==> config.mk <==
export PLATFORM = sky130hd
export DESIGN_NAME = apc_panel_ctrl
export DESIGN_NICKNAME = d
export VERILOG_FILES = /design/src/apc_pkg.sv /design/src/apc_fifo.sv /design/src/apc_panel_ctrl.sv
export SDC_FILE = /design/constraint.sdc
export NUM_CORES = 1
export LEC_CHECK = 0
export BUFFER_PORTS_ARGS = -buffer_cell sky130_fd_sc_hd__buf_2
export CELL_PAD_IN_SITES_DETAIL_PLACEMENT = 0
export CELL_PAD_IN_SITES_GLOBAL_PLACEMENT = 1
export CORE_MARGIN = 1
export CORE_UTILIZATION = 54
export DETAILED_ROUTE_END_ITERATION = 8
export GPL_TIMING_DRIVEN = 0
export PLACE_DENSITY_LB_ADDON = 0.1
export SLEW_MARGIN = 20
export SYNTH_ARGS = -nofsm -noshare
export SYNTH_HDL_FRONTEND = slang
export SYNTH_SLANG_ARGS = --single-unit
==> constraint.sdc <==
create_clock -name clock -period 8.3 [get_ports clock]
set_clock_uncertainty 0.15 [all_clocks]
set_input_delay 1.245 -clock clock [delete_from_list [all_inputs] [get_ports clock]]
set_output_delay 1.245 -clock clock [all_outputs]
set_load 0.01 [all_outputs]
==> src/apc_pkg.sv <==
// Shared constants for the audio panel mode control block
package apc_pkg;
	// ********************************
	// Clock and timing
	// ********************************
	localparam int CLK_HZ         = 100000000;
	localparam int PEAK_HOLD_S    = 2;
	localparam int PEAK_HOLD_CYC  = PEAK_HOLD_S * CLK_HZ;
	localparam int DECAY_STEP_CYC = 100000;
	localparam int RAMP_SHIFT     = 6;

	// ********************************
	// Internal sample rates and word-clock half periods
	// ********************************
	localparam int RATE_A_HZ = 44100;
	localparam int RATE_B_HZ = 48000;
	localparam int RATE_C_HZ = 88200;
	localparam int RATE_D_HZ = 96000;
	localparam logic [10:0] HALF_A = 11'(CLK_HZ / (2 * RATE_A_HZ));
	localparam logic [10:0] HALF_B = 11'(CLK_HZ / (2 * RATE_B_HZ));
	localparam logic [10:0] HALF_C = 11'(CLK_HZ / (2 * RATE_C_HZ));
	localparam logic [10:0] HALF_D = 11'(CLK_HZ / (2 * RATE_D_HZ));

	// Effective rate codes; code 3'h4 means the external reference
	localparam logic [2:0] RATE_44K1 = 3'h0;
	localparam logic [2:0] RATE_48K  = 3'h1;
	localparam logic [2:0] RATE_88K2 = 3'h2;
	localparam logic [2:0] RATE_96K  = 3'h3;
	localparam logic [2:0] RATE_EXT  = 3'h4;

	// Routing of the processing chain
	localparam logic [1:0] ROUTE_DA = 2'h0;
	localparam logic [1:0] ROUTE_AD = 2'h1;
	localparam logic [1:0] ROUTE_DD = 2'h2;
	localparam logic [1:0] ROUTE_AA = 2'h3;

	// Word-length groups of the process switch
	localparam logic [1:0] WL_24 = 2'h0;
	localparam logic [1:0] WL_16 = 2'h1;
	localparam logic [1:0] WL_20 = 2'h2;

	// ********************************
	// Register map (byte addresses) and fields
	// ********************************
	localparam logic [7:0] OFS_CTRL   = 8'h00;
	localparam logic [7:0] OFS_STATUS = 8'h04;
	localparam logic [7:0] OFS_PEAK   = 8'h08;
	localparam logic [7:0] OFS_CMD    = 8'h0C;
	localparam int CTRL_RATE_LSB  = 0;
	localparam int CTRL_EXT_BIT   = 2;
	localparam int CTRL_BYP_BIT   = 3;
	localparam int CTRL_INSEL_BIT = 4;
	localparam int CTRL_ROUTE_LSB = 5;
	localparam int CTRL_WL_LSB    = 7;
	localparam logic [8:0] CTRL_RESET = 9'h000;
	localparam int CMD_CLR_BIT    = 0;

	typedef enum logic [1:0] {
		APC_PK_HOLD  = 2'b01,
		APC_PK_DECAY = 2'b10
	} apc_peak_t;
endpackage
==> src/apc_fifo.sv <==
// Synchronous FIFO with valid and ready on both sides
`timescale 1ns/1ns
module apc_fifo #(
	parameter int WIDTH = 24,
	parameter int DEPTH = 16
) (
	input  wire logic             clock,
	input  wire logic             sys_rst,
	input  wire logic [WIDTH-1:0] inData,
	input  wire logic             inValid,
	output logic                  inReady,
	output logic      [WIDTH-1:0] outData,
	output logic                  outValid,
	input  wire logic             outReady
);
	localparam int AW = $clog2(DEPTH);

	logic [WIDTH-1:0] mem [DEPTH];
	logic [AW-1:0]    wrPtr;
	logic [AW-1:0]    rdPtr;
	logic [AW:0]      count;
	logic [AW:0]      next_count;
	wire              doWr = inValid & inReady;
	wire              doRd = outValid & outReady;

	assign outValid = (count != '0);
	assign outData  = mem[rdPtr];
	assign next_count = count + (AW+1)'(doWr) - (AW+1)'(doRd);

	// Ready is registered so the source sees a clean flop output
	always_ff @(posedge clock) begin
		if (sys_rst) begin
			wrPtr   <= '0;
			rdPtr   <= '0;
			count   <= '0;
			inReady <= 1'b0;
		end else begin
			if (doWr) begin
				mem[wrPtr] <= inData;
				wrPtr      <= wrPtr + 1'b1;
			end
			if (doRd)
				rdPtr <= rdPtr + 1'b1;
			count   <= next_count;
			inReady <= (next_count < (AW+1)'(DEPTH));
		end
	end
endmodule

==> src/apc_panel_ctrl.sv <==
// Panel mode control: rate, lock, calibration, overload, peak, bypass and routing
//
// Behaviour
// - Rate from internal set or external reference
// - Lock lamp when external selected and locked
// - Lock loss forces 44.1 kHz, lamp off
// - Any rate change starts converter recalibration
// - Clear control resets overload and peak
// - Bypass applied gradually to avoid clicks
// - Input selector picks AES or S/PDIF
// - Triode, pentode, tape stages in series
// - Routing places chain on four paths
// - Dither only AD/DD with 16/20 group
// - Datapath and digital ports 24 bits
// - Full width results, never truncated; code drops the low RAMP_SHIFT bits of the gain product
// - Overload on full-scale sample, routing-selected source
// - Peak hold: timed decay or hold forever
// - Word clock follows current converter rate
//
// Design decisions made here: the register offsets and strobed register access.
`timescale 1ns/1ns
module apc_panel_ctrl #(
	parameter int SW          = 24,
	parameter int FIFO_DEPTH  = 16,
	parameter int RAMP_SHIFT  = apc_pkg::RAMP_SHIFT,
	parameter int HOLD_CYC    = apc_pkg::PEAK_HOLD_CYC,
	parameter int DECAY_CYC   = apc_pkg::DECAY_STEP_CYC
) (
	input  wire logic          clock,
	input  wire logic          sys_rst,
	input  wire logic [7:0]    regAddr,
	input  wire logic [31:0]   regWrData,
	input  wire logic          regWr,
	input  wire logic          regRd,
	output logic      [31:0]   regRdData,
	input  wire logic          extSyncPresent,
	input  wire logic          extSampleSync,
	input  wire logic          overClearBtn,
	input  wire logic          peakJumper,
	input  wire logic [SW-1:0] aesData,
	input  wire logic          aesValid,
	input  wire logic [SW-1:0] spdifData,
	input  wire logic          spdifValid,
	input  wire logic [SW-1:0] adcData,
	input  wire logic          adcValid,
	output logic               srcReady,
	output logic      [SW-1:0] outData,
	output logic               outValid,
	input  wire logic          outReady,
	output logic               outToDac,
	output logic      [2:0]    rateCode,
	output logic               lockLed,
	output logic               adcRecal,
	output logic               wordClkOut,
	output logic               overLed,
	output logic               ditherEn
);
	localparam int GW = RAMP_SHIFT + 1;
	localparam logic [GW-1:0] GMAX = GW'(1 << RAMP_SHIFT);

	// ********************************
	// Pin synchronisers
	// ********************************
	logic [1:0] syncPres;
	logic [1:0] syncClk;
	logic [1:0] syncBtn;
	logic [1:0] syncJmp;
	logic       clkDly;
	logic       btnDly;

	always_ff @(posedge clock) begin
		if (sys_rst) begin
			syncPres <= 2'h0;
			syncClk  <= 2'h0;
			syncBtn  <= 2'h0;
			syncJmp  <= 2'h0;
			clkDly   <= 1'b0;
			btnDly   <= 1'b0;
		end else begin
			syncPres <= {syncPres[0], extSyncPresent};
			syncClk  <= {syncClk[0], extSampleSync};
			syncBtn  <= {syncBtn[0], overClearBtn};
			syncJmp  <= {syncJmp[0], peakJumper};
			clkDly   <= syncClk[1];
			btnDly   <= syncBtn[1];
		end
	end

	// ********************************
	// Register file
	// ********************************
	logic [8:0]    ctrl;
	logic [SW-1:0] peak;
	wire  wrCtrl   = regWr & (regAddr == apc_pkg::OFS_CTRL);
	wire  wrCmd    = regWr & (regAddr == apc_pkg::OFS_CMD);
	wire  [1:0] rateSel = ctrl[apc_pkg::CTRL_RATE_LSB +: 2];
	wire  extSel   = ctrl[apc_pkg::CTRL_EXT_BIT];
	wire  bypass   = ctrl[apc_pkg::CTRL_BYP_BIT];
	wire  inSel    = ctrl[apc_pkg::CTRL_INSEL_BIT];
	wire  [1:0] route = ctrl[apc_pkg::CTRL_ROUTE_LSB +: 2];
	wire  [1:0] wordLen = ctrl[apc_pkg::CTRL_WL_LSB +: 2];
	wire  clearReq = (wrCmd & regWrData[apc_pkg::CMD_CLR_BIT]) | (syncBtn[1] & ~btnDly);
	wire  [31:0] statusWord = {24'h0, ditherEn, overLed, adcRecal, lockLed, syncPres[1], rateCode};
	wire  [31:0] rdMux =
		(regAddr == apc_pkg::OFS_CTRL)   ? {23'h0, ctrl} :
		(regAddr == apc_pkg::OFS_STATUS) ? statusWord :
		(regAddr == apc_pkg::OFS_PEAK)   ? 32'(peak) : 32'h0;

	always_ff @(posedge clock) begin
		if (sys_rst) begin
			ctrl      <= apc_pkg::CTRL_RESET;
			regRdData <= 32'h0;
		end else begin
			if (wrCtrl)
				ctrl <= regWrData[8:0];
			regRdData <= regRd ? rdMux : 32'h0;
		end
	end

	// ********************************
	// Sample rate, lock and recalibration
	// ********************************
	wire locked = extSel & syncPres[1];
	// Lost lock falls back to the lowest internal rate
	wire [2:0] next_rate = extSel ? (syncPres[1] ? apc_pkg::RATE_EXT : apc_pkg::RATE_44K1)
	                              : {1'b0, rateSel};
	wire [10:0] halfCnt =
		(rateCode == apc_pkg::RATE_48K)  ? apc_pkg::HALF_B :
		(rateCode == apc_pkg::RATE_88K2) ? apc_pkg::HALF_C :
		(rateCode == apc_pkg::RATE_96K)  ? apc_pkg::HALF_D : apc_pkg::HALF_A;
	logic [10:0] wcCnt;
	logic        wcInt;

	always_ff @(posedge clock) begin
		if (sys_rst) begin
			rateCode <= apc_pkg::RATE_44K1;
			lockLed  <= 1'b0;
			adcRecal <= 1'b0;
		end else begin
			rateCode <= next_rate;
			lockLed  <= locked;
			adcRecal <= (next_rate != rateCode);
		end
	end

	// Internal word clock from a divider; the external one is passed through
	always_ff @(posedge clock) begin
		if (sys_rst) begin
			wcCnt      <= 11'h000;
			wcInt      <= 1'b0;
			wordClkOut <= 1'b0;
		end else begin
			if (wcCnt >= halfCnt - 11'h001) begin
				wcCnt <= 11'h000;
				wcInt <= ~wcInt;
			end else
				wcCnt <= wcCnt + 11'h001;
			wordClkOut <= (rateCode == apc_pkg::RATE_EXT) ? clkDly : wcInt;
		end
	end

	// ********************************
	// Source selection and routing
	// ********************************
	wire analogSrc = (route == apc_pkg::ROUTE_AD) | (route == apc_pkg::ROUTE_AA);
	wire [SW-1:0] digData  = inSel ? spdifData : aesData;
	wire          digValid = inSel ? spdifValid : aesValid;
	wire [SW-1:0] srcData  = analogSrc ? adcData : digData;
	wire          srcValid = analogSrc ? adcValid : digValid;
	wire          wlDither = (wordLen == apc_pkg::WL_16) | (wordLen == apc_pkg::WL_20);
	wire          rtDither = (route == apc_pkg::ROUTE_AD) | (route == apc_pkg::ROUTE_DD);

	always_ff @(posedge clock) begin
		if (sys_rst) begin
			ditherEn <= 1'b0;
			outToDac <= 1'b0;
		end else begin
			ditherEn <= wlDither & rtDither;
			outToDac <= (route == apc_pkg::ROUTE_DA) | (route == apc_pkg::ROUTE_AA);
		end
	end

	// ********************************
	// Sample FIFO and processing stages
	// ********************************
	logic [SW-1:0] fifoData;
	logic          fifoValid;
	wire           adv = ~outValid | outReady;

	apc_fifo #(.WIDTH(SW), .DEPTH(FIFO_DEPTH)) uFifo (
		.clock    (clock),
		.sys_rst  (sys_rst),
		.inData   (srcData),
		.inValid  (srcValid),
		.inReady  (srcReady),
		.outData  (fifoData),
		.outValid (fifoValid),
		.outReady (adv)
	);

	// Stage 0 triode, 1 pentode, 2 tape; each feeds the next.
	// The harmonic kernels live elsewhere, so each stage is a full-width register slot.
	logic [SW-1:0] stData [3];
	logic [SW-1:0] dryData [3];
	logic [2:0]    stValid;

	generate
		for (genvar i = 0; i < 3; i++) begin : gStage
			wire [SW-1:0] inWet = (i == 0) ? fifoData : stData[(i == 0) ? 0 : i-1];
			wire [SW-1:0] inDry = (i == 0) ? fifoData : dryData[(i == 0) ? 0 : i-1];
			wire          inVal = (i == 0) ? fifoValid : stValid[(i == 0) ? 0 : i-1];
			always_ff @(posedge clock) begin
				if (sys_rst)
					stValid[i] <= 1'b0;
				else if (adv) begin
					stValid[i] <= inVal;
					stData[i]  <= inWet;
					dryData[i] <= inDry;
				end
			end
		end
	endgenerate

	// ********************************
	// Bypass gain ramp
	// ********************************
	logic [GW-1:0]      gain;
	wire  [GW-1:0]      gainTarget = bypass ? '0 : GMAX;
	wire                sampleOut  = adv & stValid[2];
	wire signed [SW:0]  diff = $signed({stData[2][SW-1], stData[2]}) - $signed({dryData[2][SW-1], dryData[2]});
	wire signed [SW+GW+1:0] prod = diff * $signed({1'b0, gain});
	wire signed [SW+GW+1:0] mixWide = $signed({{(GW+2){dryData[2][SW-1]}}, dryData[2]}) + (prod >>> RAMP_SHIFT);

	// A toggle mid-ramp restarts the ramp from the present gain toward the new end
	always_ff @(posedge clock) begin
		if (sys_rst)
			gain <= GMAX;
		else if (sampleOut && gain != gainTarget)
			gain <= (gain < gainTarget) ? gain + 1'b1 : gain - 1'b1;
	end

	always_ff @(posedge clock) begin
		if (sys_rst) begin
			outValid <= 1'b0;
			outData  <= '0;
		end else if (adv) begin
			outValid <= stValid[2];
			outData  <= mixWide[SW-1:0];
		end
	end

	// ********************************
	// Overload and peak memory
	// ********************************
	wire           accepted = srcValid & srcReady;
	wire           fullScale = (srcData == {1'b0, {(SW-1){1'b1}}}) | (srcData == {1'b1, {(SW-1){1'b0}}});
	wire [SW-1:0]  magn = srcData[SW-1] ? (~srcData + 1'b1) : srcData;
	wire           newPeak = accepted & (magn > peak);
	apc_pkg::apc_peak_t pkState;
	logic [31:0]   holdCnt;
	logic          timedMode;

	always_ff @(posedge clock) begin
		if (sys_rst) begin
			overLed   <= 1'b0;
			timedMode <= 1'b0;
		end else begin
			// A sample caught in the clearing cycle still lights the lamp
			overLed   <= (accepted & fullScale) | (overLed & ~clearReq);
			timedMode <= syncJmp[1];
		end
	end

	always_ff @(posedge clock) begin
		if (sys_rst) begin
			peak    <= '0;
			holdCnt <= 32'h0;
			pkState <= apc_pkg::APC_PK_HOLD;
		end else if (newPeak) begin
			peak    <= magn;
			holdCnt <= 32'h0;
			pkState <= apc_pkg::APC_PK_HOLD;
		end else if (clearReq) begin
			peak    <= '0;
			holdCnt <= 32'h0;
			pkState <= apc_pkg::APC_PK_HOLD;
		end else begin
			case (pkState)
				apc_pkg::APC_PK_HOLD: begin
					if (timedMode && holdCnt >= 32'(HOLD_CYC - 1)) begin
						holdCnt <= 32'h0;
						pkState <= apc_pkg::APC_PK_DECAY;
					end else if (timedMode)
						holdCnt <= holdCnt + 32'h1;
				end
				apc_pkg::APC_PK_DECAY: begin
					if (holdCnt >= 32'(DECAY_CYC - 1)) begin
						holdCnt <= 32'h0;
						peak    <= peak - (peak >> 3);
					end else
						holdCnt <= holdCnt + 32'h1;
				end
				default: pkState <= apc_pkg::APC_PK_HOLD;
			endcase
		end
	end
endmodule

==> impl_results.rst <==
.. list-table::
   :header-rows: 1

   * - Metric
     - Value
   * - Required time of the critical path
     - 8.70 ns
   * - Area occupied by multi-input gates
     - 8960 µm²
   * - CTS tree
     - yes
   * - Clk_lat worst skew
     - 0.63 ns
   * - Synth cell types
     - 85
   * - Reg-to-reg startpoint
     - ctrl[5]
   * - Cells resized by post-CTS repair
     - 0
   * - Number of warning messages in the yosys log
     - 0
   * - Startpoint kind of the worst setup timing path
     - flip-flop
   * - Inserted Clock Buffers
     - 60
   * - CTS Root Buffer Type
     - sky130_fd_sc_hd__clkbuf_16
   * - Residual DRC count
     - 0
   * - Routed Wire Length
     - 64400 µm
   * - Min Tclk post-route
     - 6.50 ns
   * - Flop-to-flop setup slack
     - 1.80 ns
   * - Global placement routability congestion
     - 0.867
   * - Maximum capacitance violations
     - 0
   * - Number of setup violations in the final report
     - 0
   * - Ports placed on the boundary
     - 191
   * - H-tree Lvls
     - 2
   * - Max Fclk
     - 154 MHz
   * - Commonest cells after routing, fill and taps aside
     - sky130_fd_sc_hd__edfxtp_1 (456), sky130_fd_sc_hd__dfxtp_1 (168), sky130_fd_sc_hd__buf_2 (166)
   * - Number of post-CTS setup repair buffers
     - 0
   * - Hold-fix buffer count after cts
     - 0
   * - Flops & latches, synth
     - 624
   * - Kind of critical path
     - reg -> reg
   * - FF+latch area
     - 17100 µm²
   * - Total negative slack
     - 0 ns
   * - Maximum number of pins on one net before global-route repair
     - 30
   * - Critical path capture point type
     - flip-flop
   * - Number of enable flip-flop cells after synthesis
     - 456
   * - Number of vias after detailed routing
     - 16200
   * - Total congestion overflow
     - 0
   * - Die boundary height
     - 224 µm
   * - Count of endpoints failing hold in the final timing report
     - 0
   * - Layout area overhead
     - 16.2%
   * - # port buffers
     - 158
   * - Commonest register cell after synthesis
     - sky130_fd_sc_hd__edfxtp_1
   * - R2R Path End
     - holdCnt[28]
   * - Die Span X
     - 224 µm
   * - Hold Worst Slack
     - 0.264 ns
   * - First-iteration detailed-routing DRC count
     - 1296
   * - Routed length per placed instance
     - 23.1 µm
   * - Mean instance size in the synthesized netlist
     - 14.5 µm²
   * - Yosys top cell by area
     - sky130_fd_sc_hd__edfxtp_1
   * - Post-detailed-route via-to-cell ratio
     - 5.81
   * - Leak pwr
     - 10.9 nW
   * - Clock sinks
     - 624
   * - Setup repair after global routing missed its margin
     - false
   * - Worst Hold Depth
     - 0
   * - Maximum count of clock buffers along a single path
     - 3
   * - Starting density of the core
     - 55.2%
   * - Yosys top cell area share
     - 51.5%
   * - Most common library cell in the layout ignoring fill and taps
     - sky130_fd_sc_hd__edfxtp_1
   * - Sequential fraction of the synthesis area
     - 64.2%
   * - Number of cells on the worst reg-to-reg path
     - 19
   * - Die area
     - 50100 µm²
   * - Total power divided by cell area
     - 265 nW/µm²
   * - Fraction of registers with async set or reset after synthesis
     - 0%
   * - Placement row count
     - 80
   * - Worst slew margin relative to its limit
     - 30.3%
   * - Max-slew violation count
     - 0
   * - Cells taking the most area after synthesis
     - sky130_fd_sc_hd__edfxtp_1 (52%), sky130_fd_sc_hd__dfxtp_1 (13%), sky130_fd_sc_hd__mux4_2 (10%), sky130_fd_sc_hd__ha_1 (3.4%), sky130_fd_sc_hd__nor2_1 (2.2%)
   * - Endpoint, Worst Hold
     - dryData[0][24]
   * - DP Wirelength
     - 45300 µm
   * - Wire length of the first global-routing pass
     - 97200 µm
   * - IR Drop Worst-Case VDD
     - 0.171 mV
   * - Post-Syn Instances
     - 1834
   * - Drt pass-1 iters
     - 5
   * - Start point of the worst hold path
     - dryData[0][0]
   * - Antenna Nets Post-Route
     - 0
   * - CTS clk-pin slew, worst paths
     - 0.06 ns
   * - Cell area after synthesis
     - 26600 µm²
   * - CP Data Arrival Time
     - 6.90 ns
   * - Number of global-route vias before repair
     - 16200
   * - Ratio of final minimum period to clock period
     - 78.3%
   * - Crit-path max FO
     - 10
   * - Overall routing resource usage
     - 26.4%
   * - Layout cells sized above 1
     - 22.7%
   * - Min-Delay Path Class
     - reg -> reg
   * - Slew of the pin with the lowest slew margin
     - 1.02 ns
   * - Total number of nets in the final design
     - 2280
   * - Filler Cells Inserted
     - 3566
   * - Initial antenna violation count
     - 1
   * - Status
     - complete, no violations
   * - Total core area
     - 48100 µm²
==> power by group <==
part / switching [mW] / internal [mW]
Combinational: 1.01 / 0.819
Clock: 1.18 / 1.59
Sequential: 0.0764 / 3.52
==> kinds of logic (layout without fill, tap and decap cells) <==
group           after synthesis  count (layout)  share of synthesized area [%]
compound gates              234             234                           5.62
fa+ha+maj                    74              74                           3.54
simple gates                487             487                           8.80
mux                         163             163                           12.2
buf+inv                     162             454                           2.74
flops                       624             624                           64.2
xor+xnor                     89              89                           2.96
other cells                   1               9                         0.0141
==> critical path, stage by stage, from the launching register on <==
cell and delay, ns:
sky130_fd_sc_hd__dfxtp_1 0.40, sky130_fd_sc_hd__ha_1 0.42, sky130_fd_sc_hd__or2_2 0.19, sky130_fd_sc_hd__buf_6 0.17, sky130_fd_sc_hd__o21a_1 0.30, sky130_fd_sc_hd__ha_1 0.22, sky130_fd_sc_hd__o311ai_0 0.25, sky130_fd_sc_hd__or3_4 0.51
sky130_fd_sc_hd__nor4_4 0.39, sky130_fd_sc_hd__a31oi_1 0.17, sky130_fd_sc_hd__xnor2_1 0.19, sky130_fd_sc_hd__ha_1 0.35, sky130_fd_sc_hd__nand4_1 0.23, sky130_fd_sc_hd__nor4_1 0.72, sky130_fd_sc_hd__a21oi_1 0.22, sky130_fd_sc_hd__o21a_1 0.29
sky130_fd_sc_hd__nor3_2 0.57, sky130_fd_sc_hd__o211ai_1 0.27, sky130_fd_sc_hd__buf_2 0.26, sky130_fd_sc_hd__nor2_1 0.12
==> cells in the mapped netlist, drive strengths merged (15+ instances only) <==
cell type / instances
edfxtp: 456
dfxtp: 168
nor2: 157
nand2: 147
mux4: 120
a21oi: 89
inv: 76
ha: 72
clkbuf: 53
xnor2: 51
nand3: 44
o21ai: 38
xor2: 38
nand4: 32
buf: 31
mux2i: 30
and2: 22
nor3: 20
a21o: 17
a31oi: 16
nor2b: 15
==> registers in the layout, indices dropped and copies added (netlist names), 5 cells and up, named ones only <==
signal	flops
wcCnt	11
peak	24
uFifo.count	5
outData	24
holdCnt	32
ctrl	9
regRdData	24
dryData	71
uFifo.mem	384
==> area by class of cell <==
type | instances | share of cell area (%)
tap | 656 | 2.66
timing repair buffer | 179 | 4.25
inverter | 78 | 0.948
antenna | 1 | 0.00810
buffer | 84 | 1.43
sequential | 624 | 55.2
multi-input combinational | 1055 | 29.0
clock inverter | 41 | 1.34
clock buffer | 72 | 5.14
==> how the worst max path moves through the flow <==
stage	startpoint	endpoint	slack, ns
floorplan	sys_rst	dryData[0][0]	2.96
global placement	sys_rst	dryData[0][10]	1.56
detailed placement	aesData[1]	holdCnt[0]	1.62
global route	ctrl[5]	holdCnt[31]	1.45
CTS	ctrl[5]	holdCnt[20]	1.93
finish	ctrl[5]	holdCnt[28]	1.80
==> per-stage QoR <==
stage               utilization (%)  power (mW)  std cells  setup slack, ns  area [µm²]
global placement               58.6        5.41       2655             1.56       28200
finish                         64.2        8.19       2790             1.80       30900
detailed placement             60.0        5.46       2675             1.62       28900
floorplan                         -        4.93       1841             2.96       26600
global route                   64.2        8.50       2789             1.45       30900
CTS                            64.1        8.23       2788             1.93       30900
==> metal layers <==
metal,share of wire (%),vias to the layer above,GRT usage [%]
li1,-,7418,-
met1,42,8089,36.3
met2,49,589,44.1
met3,6.8,106,3.93
met4,2.3,2,7.16
met5,0.020,-,0
Power figures use the tool's default switching activity.
